===== src/rtl/pfb_pkg.sv =====
// Purpose: Constants for the parallel flash bus host controller
// Assumes: 10 MHz clock, byte-wide flash with 17-bit address
// Notes:   Timing counts derived from nanosecond figures
package pfb_pkg;
    // ==========================================================
    // Clock and timing
    localparam int CLK_PERIOD_NS  = 100;
    localparam int ACCESS_NS      = 70;
    localparam int WE_PULSE_NS    = 35;
    localparam int ACCESS_CYC     = (ACCESS_NS + CLK_PERIOD_NS - 1) / CLK_PERIOD_NS + 1;
    localparam int WE_PULSE_CYC   = (WE_PULSE_NS + CLK_PERIOD_NS - 1) / CLK_PERIOD_NS;
    localparam int CNT_W          = 4;
    localparam logic [CNT_W-1:0] ACCESS_CNT = CNT_W'(ACCESS_CYC);
    localparam logic [CNT_W-1:0] PULSE_CNT  = CNT_W'(WE_PULSE_CYC);
    // ==========================================================
    // Address map
    localparam int ADDR_W          = 17;
    localparam int DATA_W          = 8;
    localparam int SECTOR_HI       = 16;
    localparam int SECTOR_LO       = 15;
    localparam logic [1:0] SECTOR_ZERO  = 2'h0;
    localparam logic [1:0] SECTOR_ONE   = 2'h1;
    localparam logic [1:0] SECTOR_TWO   = 2'h2;
    localparam logic [1:0] SECTOR_THREE = 2'h3;
    // Identification query offsets (A6 low, A1:A0)
    localparam logic [ADDR_W-1:0] ID_MAKER_ADDR   = 17'h00000;
    localparam logic [ADDR_W-1:0] ID_PART_ADDR    = 17'h00001;
    localparam logic [ADDR_W-1:0] ID_PROT_ADDR    = 17'h00002;
    localparam logic [ADDR_W-1:0] ID_CONT_ADDR    = 17'h00003;
    localparam logic [DATA_W-1:0] PROT_YES        = 8'h01;
    localparam logic [DATA_W-1:0] PROT_NO         = 8'h00;
    // ==========================================================
    // Reset values
    localparam logic [DATA_W-1:0] DATA_RST = 8'h00;
    localparam logic [ADDR_W-1:0] ADDR_RST = 17'h00000;
    // ==========================================================
    // Bus controller states
    typedef enum logic [6:0] {
        PFB_IDLE   = 7'b0000001,
        PFB_RD_SET = 7'b0000010,
        PFB_RD_WT  = 7'b0000100,
        PFB_WR_SET = 7'b0001000,
        PFB_WR_PUL = 7'b0010000,
        PFB_WR_END = 7'b0100000,
        PFB_DONE   = 7'b1000000
    } pfb_state_t;
endpackage


===== src/rtl/pfb_host.sv =====
// Purpose: Host-side bus controller driving a byte-wide parallel flash
// Assumes: One request at a time; flash strobes driven from flip-flops
// Notes:   Command sequences are composed by the user as plain writes
`timescale 1ns/1ps
`default_nettype none

// Function
// [RL1] Read: chip select and output gate low, write strobe high; capture data.
// [RL2] Write strobe stays high throughout every read.
// [RL3] Write: chip select and write strobe low, output gate high, drive address/data.
// [RL4] Device suppresses writes under inhibiting strobe levels.
// [RL5] Output gate high while selected: device floats data.
// [RL6] Chip select high: standby, device floats data and ignores inputs.
// [RL7] Device continues program or erase after deselect.
// [RL8] Device starts in array read after power-up or reset.
// [RL9] Device stays in array read until a write changes command register.
// [RL10] Command register has no address; any address feeds its latches.
// [RL11] Top two address bits select one of four 32 Kbyte sectors.
// [RL12] Erase one sector, several sectors, or the whole array.
// [RL13] Identification sequence enters query mode read with normal timing.
// [RL14] Query mode: A1:A0 select maker, part, protection, continuation code.
// [RL15] Protection query: sector from A16:A15, returns 01h or 00h.
// [RL16] Elevated A9 level also enters identification read mode.
// [RL17] Reads during program or erase return status bits.
// [RL18] Program and erase to protected sectors rejected.
// [RL19] All sectors ship unprotected.
// [RL20] Host issues unlock sequence before program or erase commands.
// [RL21] Device ignores strobe pulses shorter than about 5 ns.
// [RL22] Writes held active during power-up are not accepted.
// [RL23] Address latched at later falling edge of write strobe or chip select.
// [RL24] Data latched at earlier rising edge of write strobe or chip select.
// [RL25] Query mode held until host writes the reset command.
// [RL26] Rejected protected-sector requests leave array unchanged, return to array read.
module pfb_host
    import pfb_pkg::*;
(
    input  wire logic              CLK_I,
    input  wire logic              SRST_I,
    input  wire logic              REQ_I,
    input  wire logic              WRITE_I,
    input  wire logic [ADDR_W-1:0] ADDR_I,
    input  wire logic [DATA_W-1:0] WDATA_I,
    output var  logic              BUSY_O,
    output var  logic              DONE_O,
    output var  logic [DATA_W-1:0] RDATA_O,
    output var  logic [1:0]        SECTOR_O,
    output var  logic              CS_N_O,
    output var  logic              OG_N_O,
    output var  logic              WS_N_O,
    output var  logic [ADDR_W-1:0] ADDR_O,
    output var  logic [DATA_W-1:0] DATA_O,
    output var  logic              DATA_OE_O,
    input  wire logic [DATA_W-1:0] DATA_I
);
    // ==========================================================
    // Input synchroniser for the flash data pins
    // Flash drives these pins with no relation to our clock
    logic [DATA_W-1:0] data_s1;
    logic [DATA_W-1:0] data_s2;
    always_ff @(posedge CLK_I) begin
        data_s1 <= DATA_I;
        data_s2 <= data_s1;
    end

    // ==========================================================
    // Bus sequencer
    pfb_state_t        state;
    pfb_state_t        next_state;
    logic [CNT_W-1:0]  cnt;
    logic [CNT_W-1:0]  next_cnt;
    logic              cs_n;
    logic              next_cs_n;
    logic              og_n;
    logic              next_og_n;
    logic              ws_n;
    logic              next_ws_n;
    logic              oe;
    logic              next_oe;
    logic [ADDR_W-1:0] addr;
    logic [ADDR_W-1:0] next_addr;
    logic [DATA_W-1:0] wdata;
    logic [DATA_W-1:0] next_wdata;
    logic [DATA_W-1:0] rdata;
    logic [DATA_W-1:0] next_rdata;
    logic              done;
    logic              next_done;
    logic [1:0]        sector;
    logic [1:0]        next_sector;
    // Busy follows the next state so it lines up with the strobes
    logic              busy;
    logic              next_busy;

    always_comb begin
        next_state  = state;
        next_cnt    = cnt;
        next_cs_n   = cs_n;
        next_og_n   = og_n;
        next_ws_n   = ws_n;
        next_oe     = oe;
        next_addr   = addr;
        next_wdata  = wdata;
        next_rdata  = rdata;
        next_done   = 1'b0;
        next_sector = sector;
        case (state)
            PFB_IDLE: begin
                // Strobes parked high: device in standby, pins floated
                next_cs_n = 1'b1; // RL6
                next_og_n = 1'b1;
                next_ws_n = 1'b1;
                next_oe   = 1'b0;
                if (REQ_I) begin
                    // Any address may carry a command word
                    next_addr   = ADDR_I; // RL10
                    next_sector = ADDR_I[SECTOR_HI:SECTOR_LO]; // RL11
                    // Unlock and reset words pass through untouched
                    next_wdata  = WDATA_I; // RL20 RL25
                    next_cnt    = '0;
                    next_cs_n   = 1'b0;
                    if (WRITE_I) begin
                        next_state = PFB_WR_SET;
                    end else begin
                        next_state = PFB_RD_SET;
                    end
                end
            end
            PFB_RD_SET: begin
                // Write strobe never leaves high during a read
                next_og_n  = 1'b0; // RL1
                next_ws_n  = 1'b1; // RL2
                next_state = PFB_RD_WT;
            end
            PFB_RD_WT: begin
                // Wait one extra cycle for the two-stage synchroniser
                next_cnt = cnt + 4'h1;
                if (cnt == ACCESS_CNT) begin
                    next_rdata = data_s2; // RL1
                    next_og_n  = 1'b1; // RL5
                    next_state = PFB_DONE;
                end
            end
            PFB_WR_SET: begin
                // Output gate high, data driven and write strobe low all from the same clock edge
                next_og_n  = 1'b1; // RL3
                next_oe    = 1'b1; // RL3
                next_ws_n  = 1'b0; // RL23
                next_cnt   = '0;
                next_state = PFB_WR_PUL;
            end
            PFB_WR_PUL: begin
                // Pulse is whole clock periods, far above the glitch filter
                next_cnt = cnt + 4'h1; // RL21
                if (cnt + 4'h1 >= PULSE_CNT) begin
                    next_ws_n  = 1'b1; // RL24
                    next_state = PFB_WR_END;
                end
            end
            PFB_WR_END: begin
                // Data held one cycle past write strobe rise for hold time
                next_oe    = 1'b0;
                next_cs_n  = 1'b1;
                next_state = PFB_DONE;
            end
            PFB_DONE: begin
                next_cs_n  = 1'b1;
                next_og_n  = 1'b1;
                next_done  = 1'b1;
                next_state = PFB_IDLE;
            end
            default: begin
                next_state = PFB_IDLE;
            end
        endcase
        // Registered so the busy pin never glitches on a state decode
        next_busy = (next_state != PFB_IDLE);
    end

    always_ff @(posedge CLK_I) begin
        if (SRST_I) begin
            state  <= PFB_IDLE;
            cnt    <= '0;
            cs_n   <= 1'b1;
            og_n   <= 1'b1;
            ws_n   <= 1'b1;
            oe     <= 1'b0;
            addr   <= ADDR_RST;
            wdata  <= DATA_RST;
            rdata  <= DATA_RST;
            done   <= 1'b0;
            sector <= SECTOR_ZERO;
            busy   <= 1'b0;
        end else begin
            state  <= next_state;
            cnt    <= next_cnt;
            cs_n   <= next_cs_n;
            og_n   <= next_og_n;
            ws_n   <= next_ws_n;
            oe     <= next_oe;
            addr   <= next_addr;
            wdata  <= next_wdata;
            rdata  <= next_rdata;
            done   <= next_done;
            sector <= next_sector;
            busy   <= next_busy;
        end
    end

    // ==========================================================
    // Outputs, all registered
    assign CS_N_O    = cs_n;
    assign OG_N_O    = og_n;
    assign WS_N_O    = ws_n;
    assign ADDR_O    = addr;
    assign DATA_O    = wdata;
    assign DATA_OE_O = oe;
    assign RDATA_O   = rdata;
    assign DONE_O    = done;
    assign SECTOR_O  = sector;
    assign BUSY_O    = busy;
endmodule
`default_nettype wire


===== config.mk =====
export PLATFORM = sky130hd
export DESIGN_NAME = pfb_host
export DESIGN_NICKNAME = d
export VERILOG_FILES = /design/src/rtl/pfb_pkg.sv /design/src/rtl/pfb_host.sv
export SDC_FILE = /design/constraint.sdc
export NUM_CORES = 1
export LEC_CHECK = 0
export BUFFER_PORTS_ARGS = -buffer_cell sky130_fd_sc_hd__buf_2
export CORE_MARGIN = 5
export CORE_UTILIZATION = 25
export CTS_CLUSTER_DIAMETER = 30
export CTS_CLUSTER_SIZE = 20
export DETAILED_ROUTE_END_ITERATION = 10
export PLACE_DENSITY = 0.57
export SLEW_MARGIN = 20
export SYNTH_ARGS = -nofsm -noshare
export SYNTH_HDL_FRONTEND = slang
export SYNTH_SLANG_ARGS = --single-unit

===== constraint.sdc =====
create_clock -name CLK_I -period 2.2 [get_ports CLK_I]
set_input_delay 0.55 -clock CLK_I [delete_from_list [all_inputs] [get_ports CLK_I]]
set_output_delay 0.55 -clock CLK_I [all_outputs]
set_load 0.1 [all_outputs]

After elaboration in Yosys (flattened, before gate mapping)
Index checks and enable logic that the tools add are counted.
Word-level totals
  flip-flop bits (word level): 68
  input bits: 37
  output and inout bits: 41
  word-level logic and storage cells: 58
Cells by class
  add/sub/neg operators: 1
  $lt $le $gt $ge: 1
  equality and inequality tests: 12
  mux-type cells: 15
  reduce and logical (&&, ||, !) cells: 15
Operators with widths (count)
  case mux 7 bit (6 select lines): 1
  two-way mux 7 bit: 3
  case mux 4 bit (3 select lines): 1
  AND reduction 2 bit: 5
  nonzero test 3 bit: 3
  two-way mux 4 bit: 2
  OR reduction 2 bit: 4
  equality test 7 x 1 -> 1 bit (second input constant): 1
  equality test 7 x 2 -> 1 bit (second input constant): 1
  equality test 7 x 3 -> 1 bit (second input constant): 1
  equality test 7 x 4 -> 1 bit (second input constant): 1
  equality test 7 x 5 -> 1 bit (second input constant): 1
  equality test 7 x 6 -> 1 bit (second input constant): 1
  equality test 7 bit (second input constant): 1
  inequality test 7 x 1 -> 1 bit (second input constant): 1
  inequality test 2 bit (second input constant): 3
  case mux 1 bit (3 select lines): 2
  adder 4 x 1 -> 4 bit (second input constant): 1
  equality test 4 x 2 -> 1 bit (second input constant): 1
  >= comparator 4 x 1 -> 1 bit (second input constant): 1
  two-way mux 1 bit: 4
  case mux 1 bit (2 select lines): 2
  nonzero test 2 bit: 2
  OR reduction 3 bit: 1

Logic depth before layout (Yosys ltp)
Gate-level depths: netlist of the first run.
  depth in word-level cells: 5
  depth in mapped cells: 7
  depth with buffers taken out: 6

Worst setup path after synthesis of the first run
No wires, ideal clock.
  path type: reg-to-output
  from: register ADDR_O[15] (netlist name)
  to: output port SECTOR_O[0]
  arrival: 1.373 ns
  setup slack: 0.277 ns
  stages on the path, launching flop included: 2
  path buffers: 1
  path through: dfxtp_1 -> buf_4
RTL lines
  to (decl): RTL line pfb_host.sv:46  | output var logic [1:0] SECTOR_O,

Final worst setup path of the first run
  from: register state[1]
  to: register cs_n, in the netlist CS_N_O
On the way
  longest elaborated chain between the ends: 3
RTL lines
  from (decl): RTL line pfb_host.sv:67  | pfb_state_t state;
  from (signal assigned): RTL line pfb_host.sv:193  | state <= next_state;
  equality test 7 x 6 -> 1 bit / equality test 7 bit (equally long branches): RTL line pfb_host.sv:105  | case (state)
  OR reduction 2 bit (no source line)
  case mux 1 bit (2 select lines) / nonzero test 2 bit (equally long branches)
  to (signal assigned): RTL line pfb_host.sv:195  | cs_n <= next_cs_n;
  to (decl): RTL line pfb_host.sv:71  | logic cs_n;
Parallel ways exist; a longest one is shown, timed or not.
A chain may end at the register's enable or synchronous reset.

==> flow_metrics.env, run 1 <==
export IMPL_wl_per_cell_um=11.7
export IMPL_ir_drop_mv=0.385
export IMPL_slew_headroom=0.664
export IMPL_period_minus_slack_ps=1900
export IMPL_clock_skew_ps=6.49
export IMPL_die_w_um=109
export IMPL_syn_to_final_growth_pct=30.1
export IMPL_worstSetupPathType="flip-flop to flip-flop"
export IMPL_status="finished, final reports clean"
export IMPL_start_util=0.252
export IMPL_cts_buffers=9
export IMPL_antenna_found_initial=0
export IMPL_start_kind="flip-flop"
export IMPL_firstDrtPassIters=4
export IMPL_io_buffers=77
export IMPL_core_area_um2=9640
export IMPL_post_cts_resize_count=0
export IMPL_leakagePower_nw=1.46
export IMPL_rsz0062_at_grt="false"
export IMPL_clkSinkCount=66
export IMPL_synth_most_common_cell="dfxtp_1"
export IMPL_yosys_warnings=0
export IMPL_setup_tns_ps=0
export IMPL_hold_class="input port to flip-flop"
export IMPL_post_cts_buffers=0
export IMPL_drt_iter0_drc=110
export IMPL_grt_overflow=0
export IMPL_cp_arrival_ps=2120
export IMPL_remaining_drc_errors=0
export IMPL_required_ps=2420
export IMPL_clk_path_buf_depth=2
export IMPL_via_count=2064
export IMPL_grt_max_degree=29
export IMPL_multi_input_comb_area_um2=981
export IMPL_ant_nets=0
export IMPL_root_buffer="clkbuf_8"
export IMPL_synth_edff_count=0
export IMPL_p_per_area_nw_per_um2=1010
export IMPL_wirelength_um=5610
export IMPL_synthCells=263
export IMPL_row_count=36
export IMPL_nets=381
export IMPL_viasPerCell=4.31
export IMPL_ys_types=39
export IMPL_hold_viol_final=0
export IMPL_register_area_um2=1320
export IMPL_syn_area_per_cell_um2=9.24
export IMPL_period_share=0.864
export IMPL_n_fill_cell=1061
export IMPL_place_congestion=0.765
export IMPL_insertion_delay_ps=330
export IMPL_synth_nets=303
export IMPL_postCtsHoldBufs=0
export IMPL_yosysTopAreaCell="dfxtp_1"
export IMPL_synth_area_um2=2430
export IMPL_synth_commonest_cells="dfxtp_1, nand2_1, a21oi_1"
export IMPL_grt_pass1_wl_um=9220
export IMPL_clk_pin_slew_worst_paths_ps=70
export IMPL_design_area_um2=3160
export IMPL_synth_top_area_frac=0.543
export IMPL_maxCapViolCount=0
export IMPL_die_area_um2=11800
export IMPL_synthFlopType="dfxtp_1"
export IMPL_hold_slack_ps=313
export IMPL_num_antenna_cells=0
export IMPL_gr_usage_all_layers=0.0990
export IMPL_grt_pass1_vias=1952
export IMPL_worst_pin_slew_ps=507
export IMPL_cts_tree="built"
export IMPL_postPlaceCellArea_um2=2940
export IMPL_fmaxAchievable_mhz=526
export IMPL_htree_levels=3
export IMPL_ys_seq_elements=66
export IMPL_cp_max_fo=9
export IMPL_drv_slew=0
export IMPL_hpwl_um=4020
export IMPL_fin_total_pwr_mw=3.18
export IMPL_ys_top_cells_by_area="dfxtp_1, nand2_1, a21oi_1"
export IMPL_seq_area_frac_synth=0.543
export IMPL_io_pins=78
export IMPL_async_flop_share=0
export IMPL_setup_violations=0
export IMPL_dieHeight_um=109
export IMPL_endpoint_kind="flip-flop"
export IMPL_layout_drive_gt1_share=0.303
==> area by class of cell <==
class	count	share of cell area
Sequential cell	66	0.418
Clock inverter	6	0.0289
Clock buffer	10	0.0403
Tap cell	133	0.0526
Inverter	6	0.00712
Timing Repair Buffer	86	0.143
Multi-Input combinational cell	172	0.310
==> where the power goes <==
part | internal [mW] | switching, mW
Combinational | 0.154 | 0.602
Clock | 0.642 | 0.464
Sequential | 1.27 | 0.0470
Total | 2.07 | 1.11
==> state kept, by name (all words and copies together), names as in the netlist <==
register / cells
DATA_O: 8
data_s2: 8
data_s1: 8
WS_N_O: 1
CS_N_O: 1
ADDR_O: 17
cnt: 4
DATA_OE_O: 1
OG_N_O: 1
DONE_O: 1
BUSY_O: 1
RDATA_O: 8
state: 7
==> worst max-delay path, stage by stage (launching register included) <==
cell and delay (ps):
dfxtp_1 400, or4_4 620, or4_4 470, a211o_1 300
==> metal layers <==
layer  part of all wire  GRT usage  vias up  routed length, um
met3              0.082     0.0438        7                461
met4             0.0094     0.0280        0                 53
met5                  0          0        -                  0
li1                   -          -     1068                  -
met2               0.45      0.159       56               2540
met1               0.46      0.120      933               2560
==> per-stage QoR <==
stage	instances	utilization	setup slack, ps
2_1_floorplan	263	-	277
3_3_place_gp	463	0.305	343
3_5_place_dp	463	0.305	308
4_1_cts	479	0.328	296
5_1_grt	479	0.328	193
6_report	479	0.328	299
==> path summary, 6_finish.rpt <==
path,startpoint,end,slack (ps),cells after the start
setup / recovery,state[1],CS_N_O,300,3
hold / removal,DATA_I[2],data_s1[2],310,1
setup reg to reg,state[1],CS_N_O,300,3
hold reg to reg,data_s1[1],data_s2[1],330,0
==> kinds of logic (layout without fill, tap and decap cells) <==
kind of cell / Yosys count / count (layout) / synth area share
AOI/OAI and AO/OA: 52 / 52 / 0.131
xor gates and xnor gates: 4 / 4 / 0.0144
adders and majority gates: 3 / 3 / 0.0154
buffers and inverters: 25 / 108 / 0.0530
DFF: 66 / 66 / 0.543
muxes: 8 / 8 / 0.0329
and+or+nand+nor: 105 / 105 / 0.210
==> placed cells by master (no fill, tap or decap), drive strengths merged, types with 4 or more instances in the layout <==
master  synthesis  layout
a21oi          28      28
clkinv          0       4
nand4           4       4
mux2i           8       8
a211o           5       5
nor2           15      15
xor2            4       4
nor3            6       6
o21ai           5       5
nand3           5       5
nor3b           4       4
dfxtp          66      66
inv             6       6
clkbuf          9      10
nand2          54      54
buf            10      86
(Power assumes the default switching activity.)
==> run 2, diff against run 1 <==
CTS_BUF_LIST = sky130_fd_sc_hd__clkbuf_4 sky130_fd_sc_hd__clkbuf_8 sky130_fd_sc_hd__clkbuf_16   (was not set)
==> run 2 against run 1 <==
Die area unchanged. Register-to-register slack about the same. Total power increased by 0.40%. Critical path type unchanged. Critical endpoint unchanged. Largest cell class unchanged. Largest power group unchanged.
==> flow_metrics.env, run 2 (same netlist as run 1, synthesis figures left out) <==
export IMPL_status="finished, final reports clean"
export IMPL_grt_pass1_wl_um=9230
export IMPL_endpoint_kind="flip-flop"
export IMPL_fin_ws_ps=299
export IMPL_insertion_delay_ps=330
export IMPL_clk_path_buf_depth=2
export IMPL_syn_to_final_growth_pct=30.3
export IMPL_drt_iter0_drc=109
export IMPL_ant_nets=0
export IMPL_die_w_um=109
export IMPL_core_area_um2=9640
export IMPL_row_count=36
export IMPL_design_area_um2=3170
export IMPL_cts_buffers=9
export IMPL_dieHeight_um=109
export IMPL_largest_reg_flops=17
export IMPL_start_kind="flip-flop"
export IMPL_ir_drop_mv=0.385
export IMPL_fmaxAchievable_mhz=526
export IMPL_setup_violations=0
export IMPL_maxCapViolCount=0
export IMPL_fin_cells=479
export IMPL_clock_skew_ps=6.49
export IMPL_final_core_util=0.329
export IMPL_hold_class="input port to flip-flop"
export IMPL_slew_headroom=0.664
export IMPL_num_antenna_cells=0
export IMPL_remaining_drc_errors=0
export IMPL_cp_arrival_ps=2120
export IMPL_cp_max_fo=9
export IMPL_n_fill_cell=1063
export IMPL_drv_slew=0
export IMPL_start_util=0.252
export IMPL_hold_viol_final=0
export IMPL_grt_max_degree=29
export IMPL_hold_slack_ps=313
export IMPL_post_cts_resize_count=0
export IMPL_setup_tns_ps=0
export IMPL_hold_path_depth=1
export IMPL_multi_input_comb_area_um2=981
export IMPL_fin_total_pwr_mw=3.19
export IMPL_viasPerCell=4.31
export IMPL_worstSetupPathType="flip-flop to flip-flop"
export IMPL_rsz0062_at_grt="false"
export IMPL_layout_drive_gt1_share=0.306
export IMPL_leakagePower_nw=1.46
export IMPL_grt_overflow=0
export IMPL_wl_per_cell_um=11.7
export IMPL_firstDrtPassIters=4
export IMPL_place_congestion=0.765
export IMPL_io_pins=78
export IMPL_reg2reg_depth=3
export IMPL_register_area_um2=1320
export IMPL_die_area_um2=11800
export IMPL_period_minus_slack_ps=1900
export IMPL_gr_usage_all_layers=0.0991
export IMPL_required_ps=2420
export IMPL_wirelength_um=5610
export IMPL_cts_tree="built"
export IMPL_place_ws_ps=308
export IMPL_via_count=2064
export IMPL_hpwl_um=4020
export IMPL_nets=381
export IMPL_root_buffer="clkbuf_8"
export IMPL_clkSinkCount=66
export IMPL_antenna_found_initial=0
export IMPL_clk_pin_slew_worst_paths_ps=70
export IMPL_final_common_cell="buf_2"
export IMPL_placedCellCount=463
export IMPL_postPlaceCellArea_um2=2940
export IMPL_final_cell_mix="buf_2, dfxtp_1, nand2_1, a21oi_1, nor2_1"
export IMPL_htree_levels=3
export IMPL_p_per_area_nw_per_um2=1010
export IMPL_postCtsHoldBufs=0
export IMPL_post_cts_buffers=0
export IMPL_worst_pin_slew_ps=507
export IMPL_io_buffers=77
export IMPL_period_share=0.864
export IMPL_grt_pass1_vias=1954
## run 2: changes by cell type in the layout (fill, tap and decap cells not counted)
cell,previous run,this run
clkbuf_4,0,1
clkbuf_1,1,0
## run 2: routing by layer
metal | wire length [um] | part of all wire | GRT usage
met5 | 0 | 0 | 0
met2 | 2540 | 0.45 | 0.159
met4 | 53 | 0.0094 | 0.0280
met1 | 2560 | 0.46 | 0.120
met3 | 461 | 0.082 | 0.0438
## run 2: cell type report
class / instances / share of cell area
Timing Repair Buffer: 86 / 0.143
Clock buffer: 10 / 0.0415
Tap cell: 133 / 0.0525
Clock inverter: 6 / 0.0288
Multi-Input combinational cell: 172 / 0.310
Sequential cell: 66 / 0.417
Inverter: 6 / 0.00711
## run 2: worst paths after layout
| kind | start | end | slack [ps] |
|---|---|---|---|
| setup / recovery | state[1] | CS_N_O | 300 |
| hold / removal | DATA_I[2] | data_s1[2] | 310 |
| setup reg to reg | state[1] | CS_N_O | 300 |
| hold reg to reg | data_s1[1] | data_s2[1] | 330 |
## run 2: report_power, final
part | internal (mW) | switching [mW] | leakage (nW) | total [mW]
registers | 1.27 | 0.0470 | 0.542 | 1.32
logic | 0.154 | 0.602 | 0.807 | 0.757
clock network | 0.655 | 0.464 | 0.114 | 1.12
total | 2.08 | 1.11 | 1.46 | 3.19
## run 2: critical path: stages, from the launching register on
cell     delay [ps]
dfxtp_1         400
or4_4           620
or4_4           470
a211o_1         300
==> run 3, diff against run 2 <==
MAX_ROUTING_LAYER = met4   (was not set)
==> run 3 against run 2 <==
Sequential cell count unchanged. Count of clock-buffer cells in the layout did not move. Worst hold slack lost 0.70 ps. Sequential share of layout area is the same. Total power is essentially flat. Die area did not move. First-iteration DRC count is 1.8% higher. Sequential power hardly changed. Design area is the same. Non-clock buffer count is the same. Register-to-register slack about the same.
==> flow_metrics.env, run 3 (same netlist as run 1, synthesis figures left out) <==
export IMPL_grt_pass1_wl_um=9210
export IMPL_firstDrtPassIters=4
export IMPL_fin_cells=479
export IMPL_final_core_util=0.329
export IMPL_post_cts_buffers=0
export IMPL_setup_violations=0
export IMPL_grt_overflow=0
export IMPL_fmaxAchievable_mhz=526
export IMPL_clkSinkCount=66
export IMPL_remaining_drc_errors=0
export IMPL_worstSetupPathType="flip-flop to flip-flop"
export IMPL_largest_reg_flops=17
export IMPL_status="finished, final reports clean"
export IMPL_post_cts_resize_count=0
export IMPL_r2r_start="state[1]"
export IMPL_reg2reg_depth=3
export IMPL_ant_nets=0
export IMPL_worst_pin_slew_ps=507
export IMPL_cp_top_family="simple AND/OR/NAND/NOR gates"
export IMPL_period_share=0.864
export IMPL_insertion_delay_ps=330
export IMPL_period_minus_slack_ps=1900
export IMPL_critPathBufInv=0
export IMPL_endpoint_kind="flip-flop"
export IMPL_required_ps=2420
export IMPL_cp_startpoint="state[1]"
export IMPL_start_kind="flip-flop"
export IMPL_htree_levels=3
export IMPL_hold_viol_final=0
export IMPL_layout_drive_gt1_share=0.306
export IMPL_cpPeakStageDelay_ps=620
export IMPL_gr_usage_all_layers=0.102
export IMPL_drt_iter0_drc=111
export IMPL_p_per_area_nw_per_um2=1010
export IMPL_clk_path_buf_depth=2
export IMPL_r2r_slack_ps=300
export IMPL_worstSetupEndpoint="CS_N_O"
export IMPL_start_util=0.252
export IMPL_wl_per_cell_um=11.7
export IMPL_final_cell_mix="buf_2, dfxtp_1, nand2_1, a21oi_1, nor2_1"
export IMPL_cts_buffers=9
export IMPL_hpwl_um=4020
export IMPL_leakagePower_nw=1.46
export IMPL_die_w_um=109
export IMPL_wirelength_um=5600
export IMPL_nets=381
export IMPL_clock_skew_ps=6.54
export IMPL_cp_arrival_ps=2120
export IMPL_io_pins=78
export IMPL_grt_max_degree=29
export IMPL_hold_slack_ps=313
export IMPL_place_congestion=0.775
export IMPL_critPathSlowestCell="or4_4"
export IMPL_cp_num_cells=3
export IMPL_setup_tns_ps=0
export IMPL_dieHeight_um=109
export IMPL_crit_chain="or4_4, or4_4, a211o_1"
export IMPL_slew_headroom=0.665
export IMPL_r2r_end="CS_N_O"
export IMPL_ir_drop_mv=0.385
export IMPL_postCtsHoldBufs=0
export IMPL_hold_class="input port to flip-flop"
export IMPL_cp_max_fo=9
export IMPL_antenna_found_initial=0
export IMPL_viasPerCell=4.30
export IMPL_maxCapViolCount=0
export IMPL_grt_pass1_vias=1961
export IMPL_fin_total_pwr_mw=3.19
export IMPL_root_buffer="clkbuf_8"
export IMPL_drv_slew=0
export IMPL_clk_pin_slew_worst_paths_ps=70
export IMPL_cp_common_cell="or4_4"
export IMPL_core_area_um2=9640
export IMPL_row_count=36
export IMPL_die_area_um2=11800
export IMPL_rsz0062_at_grt="false"
export IMPL_num_antenna_cells=0
export IMPL_syn_to_final_growth_pct=30.3
export IMPL_placedCellCount=463
export IMPL_final_common_cell="buf_2"
export IMPL_io_buffers=77
export IMPL_via_count=2060
export IMPL_cts_tree="built"
run 3: cell counts in the layout (fill, tap and decap cells not counted):
No cell type changed its count.
run 3: layout make-up:
class	count	area, um^2
Tap cell	133	166
Timing Repair Buffer	86	453
Fill cell	1063	6470
Inverter	6	22.5
Clock inverter	6	91.3
Multi-Input combinational cell	172	981
Clock buffer	10	131
Sequential cell	66	1320
run 3: per-layer routing:
| metal | wire, um | vias to the layer above | global-route usage | part of all wire |
|---|---|---|---|---|
| met5 | 0 | - | - | 0 |
| met4 | 50 | 0 | 0.0280 | 0.0089 |
| met3 | 457 | 5 | 0.0414 | 0.082 |
| met2 | 2540 | 57 | 0.159 | 0.45 |
| met1 | 2550 | 931 | 0.121 | 0.45 |
| li1 | - | 1067 | - | - |
run 3: metrics by stage:
step	area [um^2]	worst slack (ps)
finish	3170	299
global route	3170	193
CTS	3170	296
detailed placement	2940	308
global placement	2940	343
floorplan	2430	277
run 3: where the power goes:
group / total [mW] / switching, mW / internal (mW)
clock: 1.12 / 0.466 / 0.654
sequential: 1.32 / 0.0475 / 1.27
combinational: 0.755 / 0.600 / 0.154
total: 3.19 / 1.11 / 2.08
run 3: worst min path at each step:
| stage | start | to | cells after the start |
|---|---|---|---|
| floorplan | data_s1[0] | data_s2[0] | 0 |
| global placement | data_s1[1] | data_s2[1] | 0 |
| detailed placement | data_s1[1] | data_s2[1] | 0 |
| CTS | DATA_I[2] | data_s1[2] | 1 |
| global route | DATA_I[5] | data_s1[5] | 1 |
| finish | DATA_I[2] | data_s1[2] | 1 |
